--- config.mk ---
export PLATFORM = sky130hd
export DESIGN_NAME = ssrc_run_control
export DESIGN_NICKNAME = d
export VERILOG_FILES = /design/src/shared/ssrc_pkg.sv /design/src/rtl/ssrc_run_control.sv
export VERILOG_INCLUDE_DIRS = /design/src /design/src/shared
export SDC_FILE = /design/constraint.sdc
export NUM_CORES = 1
export LEC_CHECK = 0
export ABC_CLOCK_PERIOD_IN_PS = 3650
export BUFFER_PORTS_ARGS = -buffer_cell sky130_fd_sc_hd__buf_2
export CORE_MARGIN = 5
export CORE_UTILIZATION = 40
export CTS_CLUSTER_DIAMETER = 120
export CTS_CLUSTER_SIZE = 28
export DETAILED_ROUTE_END_ITERATION = 6
export SYNTH_ARGS = -nofsm -noshare
export SYNTH_HDL_FRONTEND = slang
export SYNTH_SLANG_ARGS = --single-unit
--- constraint.sdc ---
create_clock -name clk_sys -period 3.65 [get_ports clk_sys]
set_clock_uncertainty 0.1 [all_clocks]
set_input_delay 0.365 -clock clk_sys [delete_from_list [all_inputs] [get_ports clk_sys]]
set_output_delay 0.365 -clock clk_sys [all_outputs]
set_load 0.05 [all_outputs]
--- src/shared/ssrc_regs.svh ---
`ifndef SSRC_REGS_SVH
`define SSRC_REGS_SVH

// System clock and derived timing
`define SSRC_CLK_HZ      25000000
`define SSRC_TICK_MS     10
`define SSRC_TICK_CYC    (`SSRC_CLK_HZ / 1000 * `SSRC_TICK_MS)
`define SSRC_DEB_MS      5
`define SSRC_DEB_CYC     (`SSRC_CLK_HZ / 1000 * `SSRC_DEB_MS)
`define SSRC_KICK_MAX_S  2
`define SSRC_KICK_MAX_TK (`SSRC_KICK_MAX_S * 1000 / `SSRC_TICK_MS)

// Register byte offsets
`define SSRC_OFS_CTRL    5'h00
`define SSRC_OFS_LEVEL   5'h04
`define SSRC_OFS_TIME    5'h08
`define SSRC_OFS_MAP     5'h0C
`define SSRC_OFS_STATUS  5'h10

// Reset values
`define SSRC_RST_CTRL    7'h00
`define SSRC_RST_LEVEL   24'h00C050
`define SSRC_RST_TIME    32'h03E803E8
`define SSRC_RST_MAP     8'hE4

// Encodings
`define SSRC_RM_MANUAL   2'h0
`define SSRC_RM_AUTO     2'h1
`define SSRC_RM_PWRUP    2'h2
`define SSRC_SP_COAST    2'h0
`define SSRC_SP_SOFT     2'h1
`define SSRC_SP_PUMP     2'h2
`define SSRC_FN_START    2'h0
`define SSRC_FN_JOG      2'h1
`define SSRC_FN_LOCAL    2'h2
`define SSRC_FN_RESET    2'h3
`define SSRC_V_FULL      8'hFF
`define SSRC_V_ZERO      8'h00

`endif

--- src/shared/ssrc_pkg.sv ---
`include "ssrc_regs.svh"

package ssrc_pkg;

  typedef enum logic [4:0] {
    ST_IDLE = 5'h01,
    ST_KICK = 5'h02,
    ST_RAMP = 5'h04,
    ST_RUN  = 5'h08,
    ST_STOP = 5'h10
  } ssrc_state_e;

  typedef enum logic [1:0] {
    RM_MANUAL = `SSRC_RM_MANUAL,
    RM_AUTO   = `SSRC_RM_AUTO,
    RM_PWRUP  = `SSRC_RM_PWRUP
  } ssrc_rmode_e;

  typedef enum logic [1:0] {
    SP_COAST = `SSRC_SP_COAST,
    SP_SOFT  = `SSRC_SP_SOFT,
    SP_PUMP  = `SSRC_SP_PUMP
  } ssrc_stop_e;

  typedef enum logic {PR_VRAMP, PR_CLIMIT} ssrc_prof_e;

  typedef struct packed {
    logic        netCtl;
    logic        localOnly;
    ssrc_rmode_e resetMode;
    ssrc_stop_e  stopType;
    ssrc_prof_e  profile;
  } ssrc_ctrl_s;

  typedef struct packed {
    logic [7:0] kickTime;
    logic [7:0] kickTorque;
    logic [7:0] initTorque;
  } ssrc_level_s;

  typedef struct packed {
    logic [15:0] stopTime;
    logic [15:0] startTime;
  } ssrc_time_s;

  typedef struct packed {
    logic        armed;
    logic        jog;
    logic        runEn;
    logic        localAct;
    logic        levelSense;
    logic        fault;
    ssrc_state_e state;
  } ssrc_status_s;

  typedef struct packed {
    logic start;
    logic stop;
    logic reset;
  } ssrc_cmd_s;

  typedef struct packed {
    logic [7:0] volt;
    logic       kick;
    logic       bypass;
    logic       pump;
  } ssrc_drive_s;

endpackage

--- src/rtl/ssrc_run_control.sv ---
// What this block does
// - Kick allowed in both start profiles
// - Kick pulse at start, at most 2 s
// - Zero kick time skips kick
// - Current limit holds initial-torque voltage
// - Soft stop ramps voltage to zero
// - Network start needs network control and enable
// - Network start and stop ignored while local control active
// - Inputs 1-4 remappable, enable input fixed
// - No operation without run enable
// - Enable drop starts configured stop, coasts in jog
// - Start pulse launches start, holding harmless
// - Level mode restarts on enable return
// - Level auto mode restarts after fault clears
// - Jog starts but never closes bypass
// - Jog release always coasts
// - Local input or setting permits terminal starts
// - Reset clears fault only when inactive
// - Network reset command also clears fault
// - Edge mode needs start re-edge after fault
// - Sensing from switch, shown in status
// - Level auto restart needs all conditions
// - Level momentary restart needs new pulse
// - Display start and stop accepted
// - Reset mode codes manual, auto, power-up
// - Edge sensing by default
//
// Implementation choices: register access over Avalon-MM and the register addresses.
`include "ssrc_regs.svh"

module ssrc_run_control
  import ssrc_pkg::*;
#(
  parameter int TICK_CYC = `SSRC_TICK_CYC,
  parameter int DEB_CYC  = `SSRC_DEB_CYC
)
(
  input  wire logic        clk_sys,
  input  wire logic        rst,
  input  wire logic        runEnableIn,
  input  wire logic [3:0]  termIn,
  input  wire logic        sensingSelectSwitch,
  input  wire logic        faultActive,
  input  wire logic        atSpeed,
  input  wire ssrc_cmd_s   netCmd,
  input  wire ssrc_cmd_s   dispCmd,
  input  wire logic [4:0]  avAddress,
  input  wire logic        avRead,
  input  wire logic        avWrite,
  input  wire logic [31:0] avWritedata,
  output logic [31:0]      avReaddata,
  output logic             avWaitrequest,
  output ssrc_drive_s      drive,
  output ssrc_state_e      motorState,
  output logic             faultLatched
);

  localparam int TICK_W = $clog2(TICK_CYC);
  localparam int DEB_W  = $clog2(DEB_CYC);
  localparam logic [7:0] KICK_MAX = 8'(`SSRC_KICK_MAX_TK);

  logic [5:0]       rawIn;
  logic [5:0]       syncA;
  logic [5:0]       syncB;
  logic [5:0]       debIn;
  logic [DEB_W-1:0] debCnt [6];
  logic [TICK_W-1:0] tickCnt;
  logic             tick;
  ssrc_ctrl_s       ctrlReg;
  ssrc_level_s      levelReg;
  ssrc_time_s       timeReg;
  logic [3:0][1:0]  mapReg;
  logic             runEn;
  logic             levelSense;
  logic             fnStart;
  logic             fnJog;
  logic             fnLocal;
  logic             fnReset;
  logic             fnStartPrev;
  logic             localAct;
  logic             netOk;
  logic             startRise;
  logic             locStart;
  logic             goCmd;
  logic             jogCmd;
  logic             stopCmd;
  logic             resetReq;
  logic             puPend;
  logic             armed;
  logic             jogMode;
  logic             active;
  logic [7:0]       kickLen;
  logic [15:0]      cnt;
  logic [7:0]       rampV;
  logic [7:0]       stopFrom;
  logic [23:0]      acc;
  ssrc_status_s     status;

  // Sensing switch rides through the same conditioning as terminals
  assign rawIn = {sensingSelectSwitch, termIn, runEnableIn};

  // Two-flop synchroniser, then stable-count debounce per input
  always_ff @(posedge clk_sys)
  begin
    if (rst)
    begin
      syncA   <= '0;
      syncB   <= '0;
      debIn   <= '0;
      for (int i = 0; i < 6; i++)
        debCnt[i] <= '0;
    end
    else
    begin
      syncA   <= rawIn;
      syncB   <= syncA;
      for (int i = 0; i < 6; i++)
      begin
        if (syncB[i] == debIn[i])
          debCnt[i] <= '0;
        else if (debCnt[i] == DEB_W'(DEB_CYC - 1))
        begin
          debIn[i]  <= syncB[i];
          debCnt[i] <= '0;
        end
        else
          debCnt[i] <= debCnt[i] + 1'b1;
      end
    end
  end

  // Enable terminal is hard-wired; switch low selects edge sensing
  assign runEn      = debIn[0];
  assign levelSense = debIn[5];

  // Map terminals 1-4 onto functions by configuration
  always_comb
  begin
    fnStart = 1'b0;
    fnJog   = 1'b0;
    fnLocal = 1'b0;
    fnReset = 1'b0;
    for (int i = 0; i < 4; i++)
    begin
      unique case (mapReg[i])
        `SSRC_FN_START: fnStart = fnStart | debIn[i+1];
        `SSRC_FN_JOG:   fnJog   = fnJog   | debIn[i+1];
        `SSRC_FN_LOCAL: fnLocal = fnLocal | debIn[i+1];
        `SSRC_FN_RESET: fnReset = fnReset | debIn[i+1];
      endcase
    end
  end

  // Previous start level for edge detection
  always_ff @(posedge clk_sys)
  begin
    if (rst)
      fnStartPrev <= 1'b0;
    else
      fnStartPrev <= fnStart;
  end

  // Time base: one-cycle tick every 10 ms
  always_ff @(posedge clk_sys)
  begin
    if (rst)
    begin
      tickCnt <= '0;
      tick    <= 1'b0;
    end
    else if (tickCnt == TICK_W'(TICK_CYC - 1))
    begin
      tickCnt <= '0;
      tick    <= 1'b1;
    end
    else
    begin
      tickCnt <= tickCnt + 1'b1;
      tick    <= 1'b0;
    end
  end

  // Command arbitration
  assign localAct  = fnLocal | ctrlReg.localOnly;
  assign netOk     = ctrlReg.netCtl & ~localAct;
  assign startRise = fnStart & ~fnStartPrev;
  assign locStart  = levelSense
                   ? fnStart & (armed | ctrlReg.resetMode == RM_AUTO)
                   : startRise;
  assign goCmd  = runEn & ~faultLatched & ~faultActive
                & ((localAct & locStart) | (netOk & netCmd.start)
                   | dispCmd.start);
  assign jogCmd = runEn & ~faultLatched & ~faultActive
                & localAct & fnJog;
  assign stopCmd = ~runEn | (netOk & netCmd.stop) | dispCmd.stop;
  assign active  = motorState == ST_KICK || motorState == ST_RAMP
                || motorState == ST_RUN;
  assign kickLen = (levelReg.kickTime > KICK_MAX) ? KICK_MAX
                                                  : levelReg.kickTime;

  // Fault reset sources: terminal, network, display, auto, power-up
  assign resetReq = fnReset | netCmd.reset | dispCmd.reset
                  | ctrlReg.resetMode == RM_AUTO
                  | (puPend & tick & ctrlReg.resetMode == RM_PWRUP);

  // Fault latch; an active condition always wins over reset
  always_ff @(posedge clk_sys)
  begin
    if (rst)
    begin
      faultLatched <= 1'b0;
      puPend       <= 1'b1;
    end
    else
    begin
      if (faultActive)
        faultLatched <= 1'b1;
      else if (resetReq)
        faultLatched <= 1'b0;
      if (tick)
        puPend <= 1'b0;
    end
  end

  // Re-arm tracking: lost on fault or on a network or display stop, regained when start drops
  always_ff @(posedge clk_sys)
  begin
    if (rst)
      armed <= 1'b1;
    else if (faultActive || (stopCmd && runEn))
      armed <= 1'b0;
    else if (!fnStart)
      armed <= 1'b1;
  end

  // Run sequencer
  always_ff @(posedge clk_sys)
  begin
    if (rst)
    begin
      motorState <= ST_IDLE;
      jogMode    <= 1'b0;
      cnt        <= '0;
    end
    else
    begin
      unique case (motorState)
        ST_IDLE:
        begin
          cnt <= '0;
          if (goCmd || jogCmd)
          begin
            jogMode    <= ~goCmd;
            motorState <= (kickLen != 8'h00) ? ST_KICK : ST_RAMP;
          end
        end
        ST_KICK, ST_RAMP, ST_RUN:
        begin
          if (faultActive || faultLatched)
            motorState <= ST_IDLE;
          else if (jogMode && (!fnJog || !runEn || !localAct))
            motorState <= ST_IDLE;
          else if (!jogMode && stopCmd)
            motorState <= (ctrlReg.stopType == SP_SOFT
                        || ctrlReg.stopType == SP_PUMP) ? ST_STOP : ST_IDLE;
          else if (motorState == ST_KICK && tick)
          begin
            if (cnt >= 16'(kickLen) - 16'h0001)
            begin
              motorState <= ST_RAMP;
              cnt        <= '0;
            end
            else
              cnt <= cnt + 16'h0001;
          end
          else if (motorState == ST_RAMP)
          begin
            if (atSpeed)
              motorState <= ST_RUN;
            else if (ctrlReg.profile == PR_CLIMIT)
            begin
              if (cnt >= timeReg.startTime)
                motorState <= ST_RUN;
              else if (tick)
                cnt <= cnt + 16'h0001;
            end
            else if (rampV == `SSRC_V_FULL)
              motorState <= ST_RUN;
          end
        end
        ST_STOP:
        begin
          if (faultActive || faultLatched || rampV == `SSRC_V_ZERO)
            motorState <= ST_IDLE;
        end
        default:
          motorState <= ST_IDLE;
      endcase
    end
  end

  // Voltage ramps: accumulate per tick, step between ticks
  always_ff @(posedge clk_sys)
  begin
    if (rst)
    begin
      rampV    <= `SSRC_V_ZERO;
      stopFrom <= `SSRC_V_ZERO;
      acc      <= '0;
    end
    else
    begin
      if (motorState != ST_STOP)
        stopFrom <= rampV;
      unique case (motorState)
        ST_IDLE, ST_KICK:
        begin
          rampV <= levelReg.initTorque;
          acc   <= '0;
        end
        ST_RAMP:
        begin
          if (ctrlReg.profile == PR_CLIMIT)
            rampV <= levelReg.initTorque;
          else if (timeReg.startTime == 16'h0000)
            rampV <= `SSRC_V_FULL;
          else if (tick)
            acc <= acc + 24'(`SSRC_V_FULL - levelReg.initTorque);
          else if (acc >= 24'(timeReg.startTime) && rampV != `SSRC_V_FULL)
          begin
            acc   <= acc - 24'(timeReg.startTime);
            rampV <= rampV + 8'h01;
          end
        end
        ST_RUN:
        begin
          rampV <= `SSRC_V_FULL;
          acc   <= '0;
        end
        ST_STOP:
        begin
          if (timeReg.stopTime == 16'h0000)
            rampV <= `SSRC_V_ZERO;
          else if (tick)
            acc <= acc + 24'(stopFrom);
          else if (acc >= 24'(timeReg.stopTime) && rampV != `SSRC_V_ZERO)
          begin
            acc   <= acc - 24'(timeReg.stopTime);
            rampV <= rampV - 8'h01;
          end
        end
        default:
          rampV <= `SSRC_V_ZERO;
      endcase
    end
  end

  // Registered motor drive outputs
  always_ff @(posedge clk_sys)
  begin
    if (rst)
      drive <= '0;
    else
    begin
      drive.volt   <= (motorState == ST_IDLE) ? `SSRC_V_ZERO
                    : (motorState == ST_KICK) ? levelReg.kickTorque : rampV;
      drive.kick   <= motorState == ST_KICK;
      drive.bypass <= motorState == ST_RUN && !jogMode;
      drive.pump   <= motorState == ST_STOP && ctrlReg.stopType == SP_PUMP;
    end
  end

  // Live status word
  always_comb
  begin
    status            = '0;
    status.armed      = armed;
    status.jog        = jogMode;
    status.runEn      = runEn;
    status.localAct   = localAct;
    status.levelSense = levelSense;
    status.fault      = faultLatched;
    status.state      = motorState;
  end

  // Avalon slave: one wait cycle, answer on the second edge
  always_ff @(posedge clk_sys)
  begin
    if (rst)
    begin
      avWaitrequest <= 1'b1;
      avReaddata    <= '0;
    end
    else
    begin
      avWaitrequest <= ~((avRead | avWrite) & avWaitrequest);
      if (avRead && avWaitrequest)
      begin
        unique case (avAddress)
          `SSRC_OFS_CTRL:   avReaddata <= 32'(ctrlReg);
          `SSRC_OFS_LEVEL:  avReaddata <= 32'(levelReg);
          `SSRC_OFS_TIME:   avReaddata <= 32'(timeReg);
          `SSRC_OFS_MAP:    avReaddata <= 32'(mapReg);
          `SSRC_OFS_STATUS: avReaddata <= 32'(status);
          default:          avReaddata <= '0;
        endcase
      end
    end
  end

  // Configuration registers, written on the accepting edge
  always_ff @(posedge clk_sys)
  begin
    if (rst)
    begin
      ctrlReg  <= ssrc_ctrl_s'(`SSRC_RST_CTRL);
      levelReg <= ssrc_level_s'(`SSRC_RST_LEVEL);
      timeReg  <= ssrc_time_s'(`SSRC_RST_TIME);
      mapReg   <= `SSRC_RST_MAP;
    end
    else if (avWrite && !avWaitrequest)
    begin
      unique case (avAddress)
        `SSRC_OFS_CTRL:  ctrlReg  <= ssrc_ctrl_s'(avWritedata[$bits(ssrc_ctrl_s)-1:0]);
        `SSRC_OFS_LEVEL: levelReg <= ssrc_level_s'(avWritedata[$bits(ssrc_level_s)-1:0]);
        `SSRC_OFS_TIME:  timeReg  <= ssrc_time_s'(avWritedata);
        `SSRC_OFS_MAP:   mapReg   <= avWritedata[$bits(mapReg)-1:0];
        default:         ;
      endcase
    end
  end
endmodule

* Word level (Yosys, flattened, before mapping)
Memories as Yosys holds them, arrays and structs flattened. Index checks and enable logic that the tools add are counted.
Word-level totals: flip-flop bits (word level) 218, memory bits (writable) 102, logic and storage cells 403, memories 1
Operators by class: $add $sub $neg 16, $lt $le $gt $ge 5, eq/ne operators 65, multiplexer cells 153, bitwise operators 68, reduce and logical (&&, ||, !) cells 55
Memories:
- debCnt | words 6, width 17, read ports 6, clocked after Yosys merged registers in 0, wr ports 6, line ssrc_run_control.sv:66 | logic [DEB_W-1:0] debCnt [6];
Operators with widths (count):
- $mux W17 | 18
- $mux W24 | 7
- $mux W16 | 10
- $pmux W32 S5 | 1
- $add A17 B1 Y17 const B | 6
- $eq A17 B17 Y1 const B | 6
- $mux W1 | 90
- $mux W8 | 9
- $pmux W24 S3 | 1
- $mux W5 | 13
- $ge A24 B16 Y1 | 2
- $sub A24 B16 Y24 | 2
- $or A1 B1 Y1 | 41
- $ge A16 B16 Y1 | 2
- $logic_not A16 Y1 | 2
- $pmux W16 S2 | 1
- $pmux W8 S4 | 1
- $add A24 B24 Y24 | 1
- $add A24 B8 Y24 | 1
- $ne A3 B3 Y1 const B | 8
- $ne A8 B8 Y1 const B | 3
- $reduce_and A2 Y1 | 11
- $eq A2 B2 Y1 const B | 10
- $add A18 B1 Y18 const B | 1
- 40 further kinds | 115

* Depth between registers and ports, before layout
depth in word-level cells 19, depth in mapped cells 16, depth with buffers taken out 15

* Worst setup path before layout
No wires, ideal clock.
path type register to register, from reg levelReg[16] in the netlist's numbering, to reg cnt[10], arrival time 3.598 ns, required time 3.489 ns, setup slack -0.109 ns, stages on the path, launching flop included 15, path buffers 1, clock period less this slack 3.759 ns, cells stage by stage dfxtp_1 o31a_1 o311ai_0 nand2_1 ha_1 nand2_1 ha_1 a21o_1 a21o_1 a21oi_1 o211ai_1 a31oi_1 and2_0 clkbuf_1 a32o_1
Between the ends: word-level cells in the longest chain between the ends 10
RTL lines:
- start, declared | line ssrc_run_control.sv:70 | ssrc_level_s levelReg;
- start signal, assigned | line ssrc_run_control.sv:417 | levelReg <= ssrc_level_s'(`SSRC_RST_LEVEL);
- start signal, assigned | line ssrc_run_control.sv:425 | `SSRC_OFS_LEVEL: levelReg <= ssrc_level_s'(avWritedata[$bits(ssrc_level_s)-1:0]);
- $gt A8 B8 Y1 | line ssrc_run_control.sv:198 | assign kickLen = (levelReg.kickTime > KICK_MAX) ? KICK_MAX
- $mux W8 * | line ssrc_run_control.sv:198
- $sub A8 B1 Y9 * | line ssrc_run_control.sv:268 | if (cnt >= 16'(kickLen) - 16'h0001)
- $ge A16 B16 Y1 * | line ssrc_run_control.sv:268
- $mux W16 * | line ssrc_run_control.sv:268
- $mux W16 * | line ssrc_run_control.sv:266 | else if (motorState == ST_KICK && tick)
- $mux W16 * | line ssrc_run_control.sv:263 | else if (!jogMode && stopCmd)
- $mux W16 * | line ssrc_run_control.sv:261 | else if (jogMode && (!fnJog || !runEn || !localAct))
- $mux W16 * | line ssrc_run_control.sv:259 | if (faultActive || faultLatched)
- $pmux W16 S2 * | line ssrc_run_control.sv:247 | unique case (motorState)
- end signal, assigned | line ssrc_run_control.sv:274 | cnt <= cnt + 16'h0001;
- end signal, assigned | line ssrc_run_control.sv:285 | cnt <= cnt + 16'h0001;
- end, declared | line ssrc_run_control.sv:93 | logic [15:0] cnt;
Mark *: on every way between the ends. The rest lies on a longest branch, timed or not. The select of a mux whose other input is x is not followed. A chain may end at the register's enable or synchronous reset.

* Final worst setup path
from reg levelReg[18] in the netlist's numbering, to reg cnt[15]
The elaborated chain is that of the path after synthesis.

==> reports/metrics.cfg <==
[routing]
drc_errors = 0
viasPerCell = 5.71
ant_nets = 0
wirelength_um = 59400
wl_per_cell_um = 18.8
first_pass_iters = 6
drt_iter0_markers = 1647
vias = 18004

[global_route]
grt.met2_usage = 0.354
busiest_layer = met2
antenna_found_initial = 1
grt_max_degree = 65
globalRouteMet1Util = 0.301
track_usage = 0.215
first_global_vias = 17123
grt_pass1_wl_um = 94000
gr-total-overflow = 0
grt_use_met3 = 0.0264

[clocking]
clk_pin_slew_ns = 0.12
cts_tree = yes
postCtsSetupBuffers = 0
clk_latency_ns = 0.55
clock_path_buffers = 3
cts_root_buffer = clkbuf_16
cts-htree-levels = 1
cts.sink_count = 320
numCtsBuffers = 17

[floorplanning]
num_rows = 80
io_pins = 105
die_w_um = 230
start_util = 0.404
core-area_um2 = 47700
dieArea_um2 = 52700
die_h_um = 230

[final_layout]
syn2layout_area_growth_pct = 14.6
fin_cells = 3154
n_antenna_cell = 0
num-nets-final = 2681
utilization = 0.463
drive_gt1_frac = 0.0957
fillCellCount = 4660

[synthesis]
synthFlopType = dfxtp_1
synthArstFlopShare = 0
netlist_area_um2 = 19300
synth_edf_count = 102
yosys.area.top_type = dfxtp_1
avgSynthCellArea_um2 = 8.37
netlist_top_cells_area = dfxtp_1 (23%), edfxtp_1 (16%), ha_1 (6.1%), nor2_1 (5.7%), nand2_1 (5.3%)
synth_seq_cells = 320
yosysSeqAreaShare = 0.385
yosysTopAreaCellShare = 0.226
netlist_instances = 2304
ys_warn_count = 0
synth.distinct_cells = 88

[run_status]
status = finished clean

[worst_setup_path]
arrival_ns = 3.84
cp-startpoint = levelReg[18]
cp_max_fo = 5
worstPathRequired_ns = 4.01
r2r-start = levelReg[18]
cp-start-kind = register
path_class = register to register
endpoint_kind = register

[power]
p_leak_nw = 8.42
cellPowerDensity_nw_per_um2 = 290
ir_drop_mv = 0.394

[place]
pre_cts_slack_ns = 0.0178
dp_hpwl_um = 44800
numPortBuffers = 104
place_inst = 3084
gp_congestion = 0.908

[timing]
final.min_clock_period_ns = 3.48
fin_crit_sh = 0.954
setup_violations = 0
fin_setup_tns_ns = 0
finalHoldViolations = 0
slew_viol_final = 0
worst_slew_pin_slew_ns = 0.996
max_freq_ghz = 0.287
layout_setup_ws_ns = 0.168
relSlewSlack = 0.334

[worst_hold_path]
worstHoldStart = avWritedata[6]
holdCritPathClass = input port to register

[job]
cap_violations = 0

[cell usage in the layout, fill, tap and decap left out, types with 78 or more instances in the layout]
master / n
nor2_1: 292
nand2_1: 269
dfxtp_1: 216
a21oi_1: 169
nand3_1: 113
buf_2: 103
edfxtp_1: 102
conb_1: 102
ha_1: 93
o21ai_0: 83
xor2_1: 78
[worst max-delay path, stage by stage (launching register included)]
cell,delay (ns)
dfxtp_2,0.34
o31a_1,0.31
o311ai_2,0.27
buf_4,0.19
nand2_4,0.07
ha_4,0.16
buf_4,0.15
nand2_2,0.05
xnor2_1,0.11
nand2_1,0.08
ha_1,0.28
nand3_1,0.07
o21a_1,0.18
o211ai_1,0.17
buf_4,0.19
a31oi_4,0.10
and2_4,0.20
buf_4,0.15
a32o_1,0.23
[final cells by class]
| cell class | count | area [um2] | share of cell area |
|---|---|---|---|
| Sequential cell | 320 | 7430 | 0.336 |
| Multi-Input combinational cell | 1895 | 11600 | 0.524 |
| Inverter | 79 | 297 | 0.0134 |
| Clock buffer | 23 | 448 | 0.0203 |
| Clock inverter | 7 | 93.8 | 0.00424 |
| Timing Repair Buffer | 215 | 1480 | 0.0669 |
| Tap cell | 615 | 769 | 0.0348 |
[kinds of logic after synthesis]
logic type                 after synthesis  share of synthesized area
AOI/OAI and AO/OA                      521                      0.181
xor gates and xnor gates               153                     0.0695
adders and majority gates               98                     0.0651
buffers and inverters                  190                     0.0381
DFF                                    320                      0.385
muxes                                   39                     0.0202
other                                    1                   0.000194
and+or+nand+nor                        982                      0.241
[final timing paths]
| path | to | slack, ns | cells past startpoint |
|---|---|---|---|
| setup / recovery | cnt[15] | 0.17 | 18 |
| setup reg to reg | cnt[15] | 0.17 | 18 |
| hold / removal | levelReg[6] | 0.07 | 3 |
| hold reg to reg | avReaddata[24] | 0.36 | 2 |
[per-layer routing]
layer / share of wire / routed length [um]
met1: 0.45 / 26900
met2: 0.46 / 27200
met3: 0.063 / 3740
met4: 0.027 / 1610
met5: 0 / 0
[state kept, by name, summed over array words and instances, names as in the netlist, 5 cells and up]
register	flops
cnt	16
stopFrom	8
rampV	8
debCnt	102
motorState	5
levelReg	24
debIn	6
mapReg	8
acc	24
timeReg	32
drive	11
syncB	6
ctrlReg	7
avReaddata	32
tickCnt	18
syncA	6
[what timing repair did]
action | CTS | global route
endpoints found under the setup margin | 0 | 19
gates resized for setup | 0 | 24
hold endpoints to repair | 57 | 0
hold buffers | 40 | 0
[report_power, final]
part / switching, W / internal, W / leakage (nW) / total (W)
Clock: 0.00129 / 0.000929 / 0.258 / 0.00222
Combinational: 0.000245 / 0.000142 / 5.34 / 0.000387
Sequential: 0.0000708 / 0.00374 / 2.82 / 0.00381
[stage by stage]
stage / total power, W / cell area [um2] / hold slack, ns
after floorplan: 0.00410 / 19700 / 0.314
after global placement: 0.00423 / 21100 / 0.329
after detailed placement: 0.00424 / 21100 / 0.339
after CTS: 0.00650 / 22000 / 0.0374
after global routing: 0.00667 / 22100 / 0.0508
final: 0.00642 / 22100 / 0.0739
[cell usage after synthesis, types with 7 or more instances]
| cell | instances |
|---|---|
| nor2_1 | 292 |
| nand2_1 | 273 |
| dfxtp_1 | 218 |
| a21oi_1 | 169 |
| nand3_1 | 113 |
| edfxtp_1 | 102 |
| clkbuf_1 | 97 |
| ha_1 | 94 |
| o21ai_0 | 88 |
| xor2_1 | 78 |
| inv_1 | 77 |
| xnor2_1 | 75 |
| nor3_1 | 67 |
| mux2i_1 | 39 |
| and3_1 | 36 |
| nor4_1 | 31 |
| a211oi_1 | 29 |
| nand4_1 | 29 |
| o211ai_1 | 28 |
| nor2b_1 | 23 |
| o22ai_1 | 19 |
| o21a_1 | 17 |
| nand2b_1 | 16 |
| nor3b_1 | 16 |
| a21o_1 | 15 |
| a22oi_1 | 15 |
| a32o_1 | 15 |
| a31oi_1 | 12 |
| or3_1 | 12 |
| a221oi_1 | 10 |
| and2_1 | 10 |
| and4_1 | 10 |
| nand3b_1 | 10 |
| o221ai_1 | 10 |
| a311oi_1 | 9 |
| o21bai_1 | 9 |
| nor4b_1 | 8 |
| o31ai_1 | 8 |
| or2_2 | 8 |
| buf_1 | 7 |
Power figures use the tool's default switching activity.
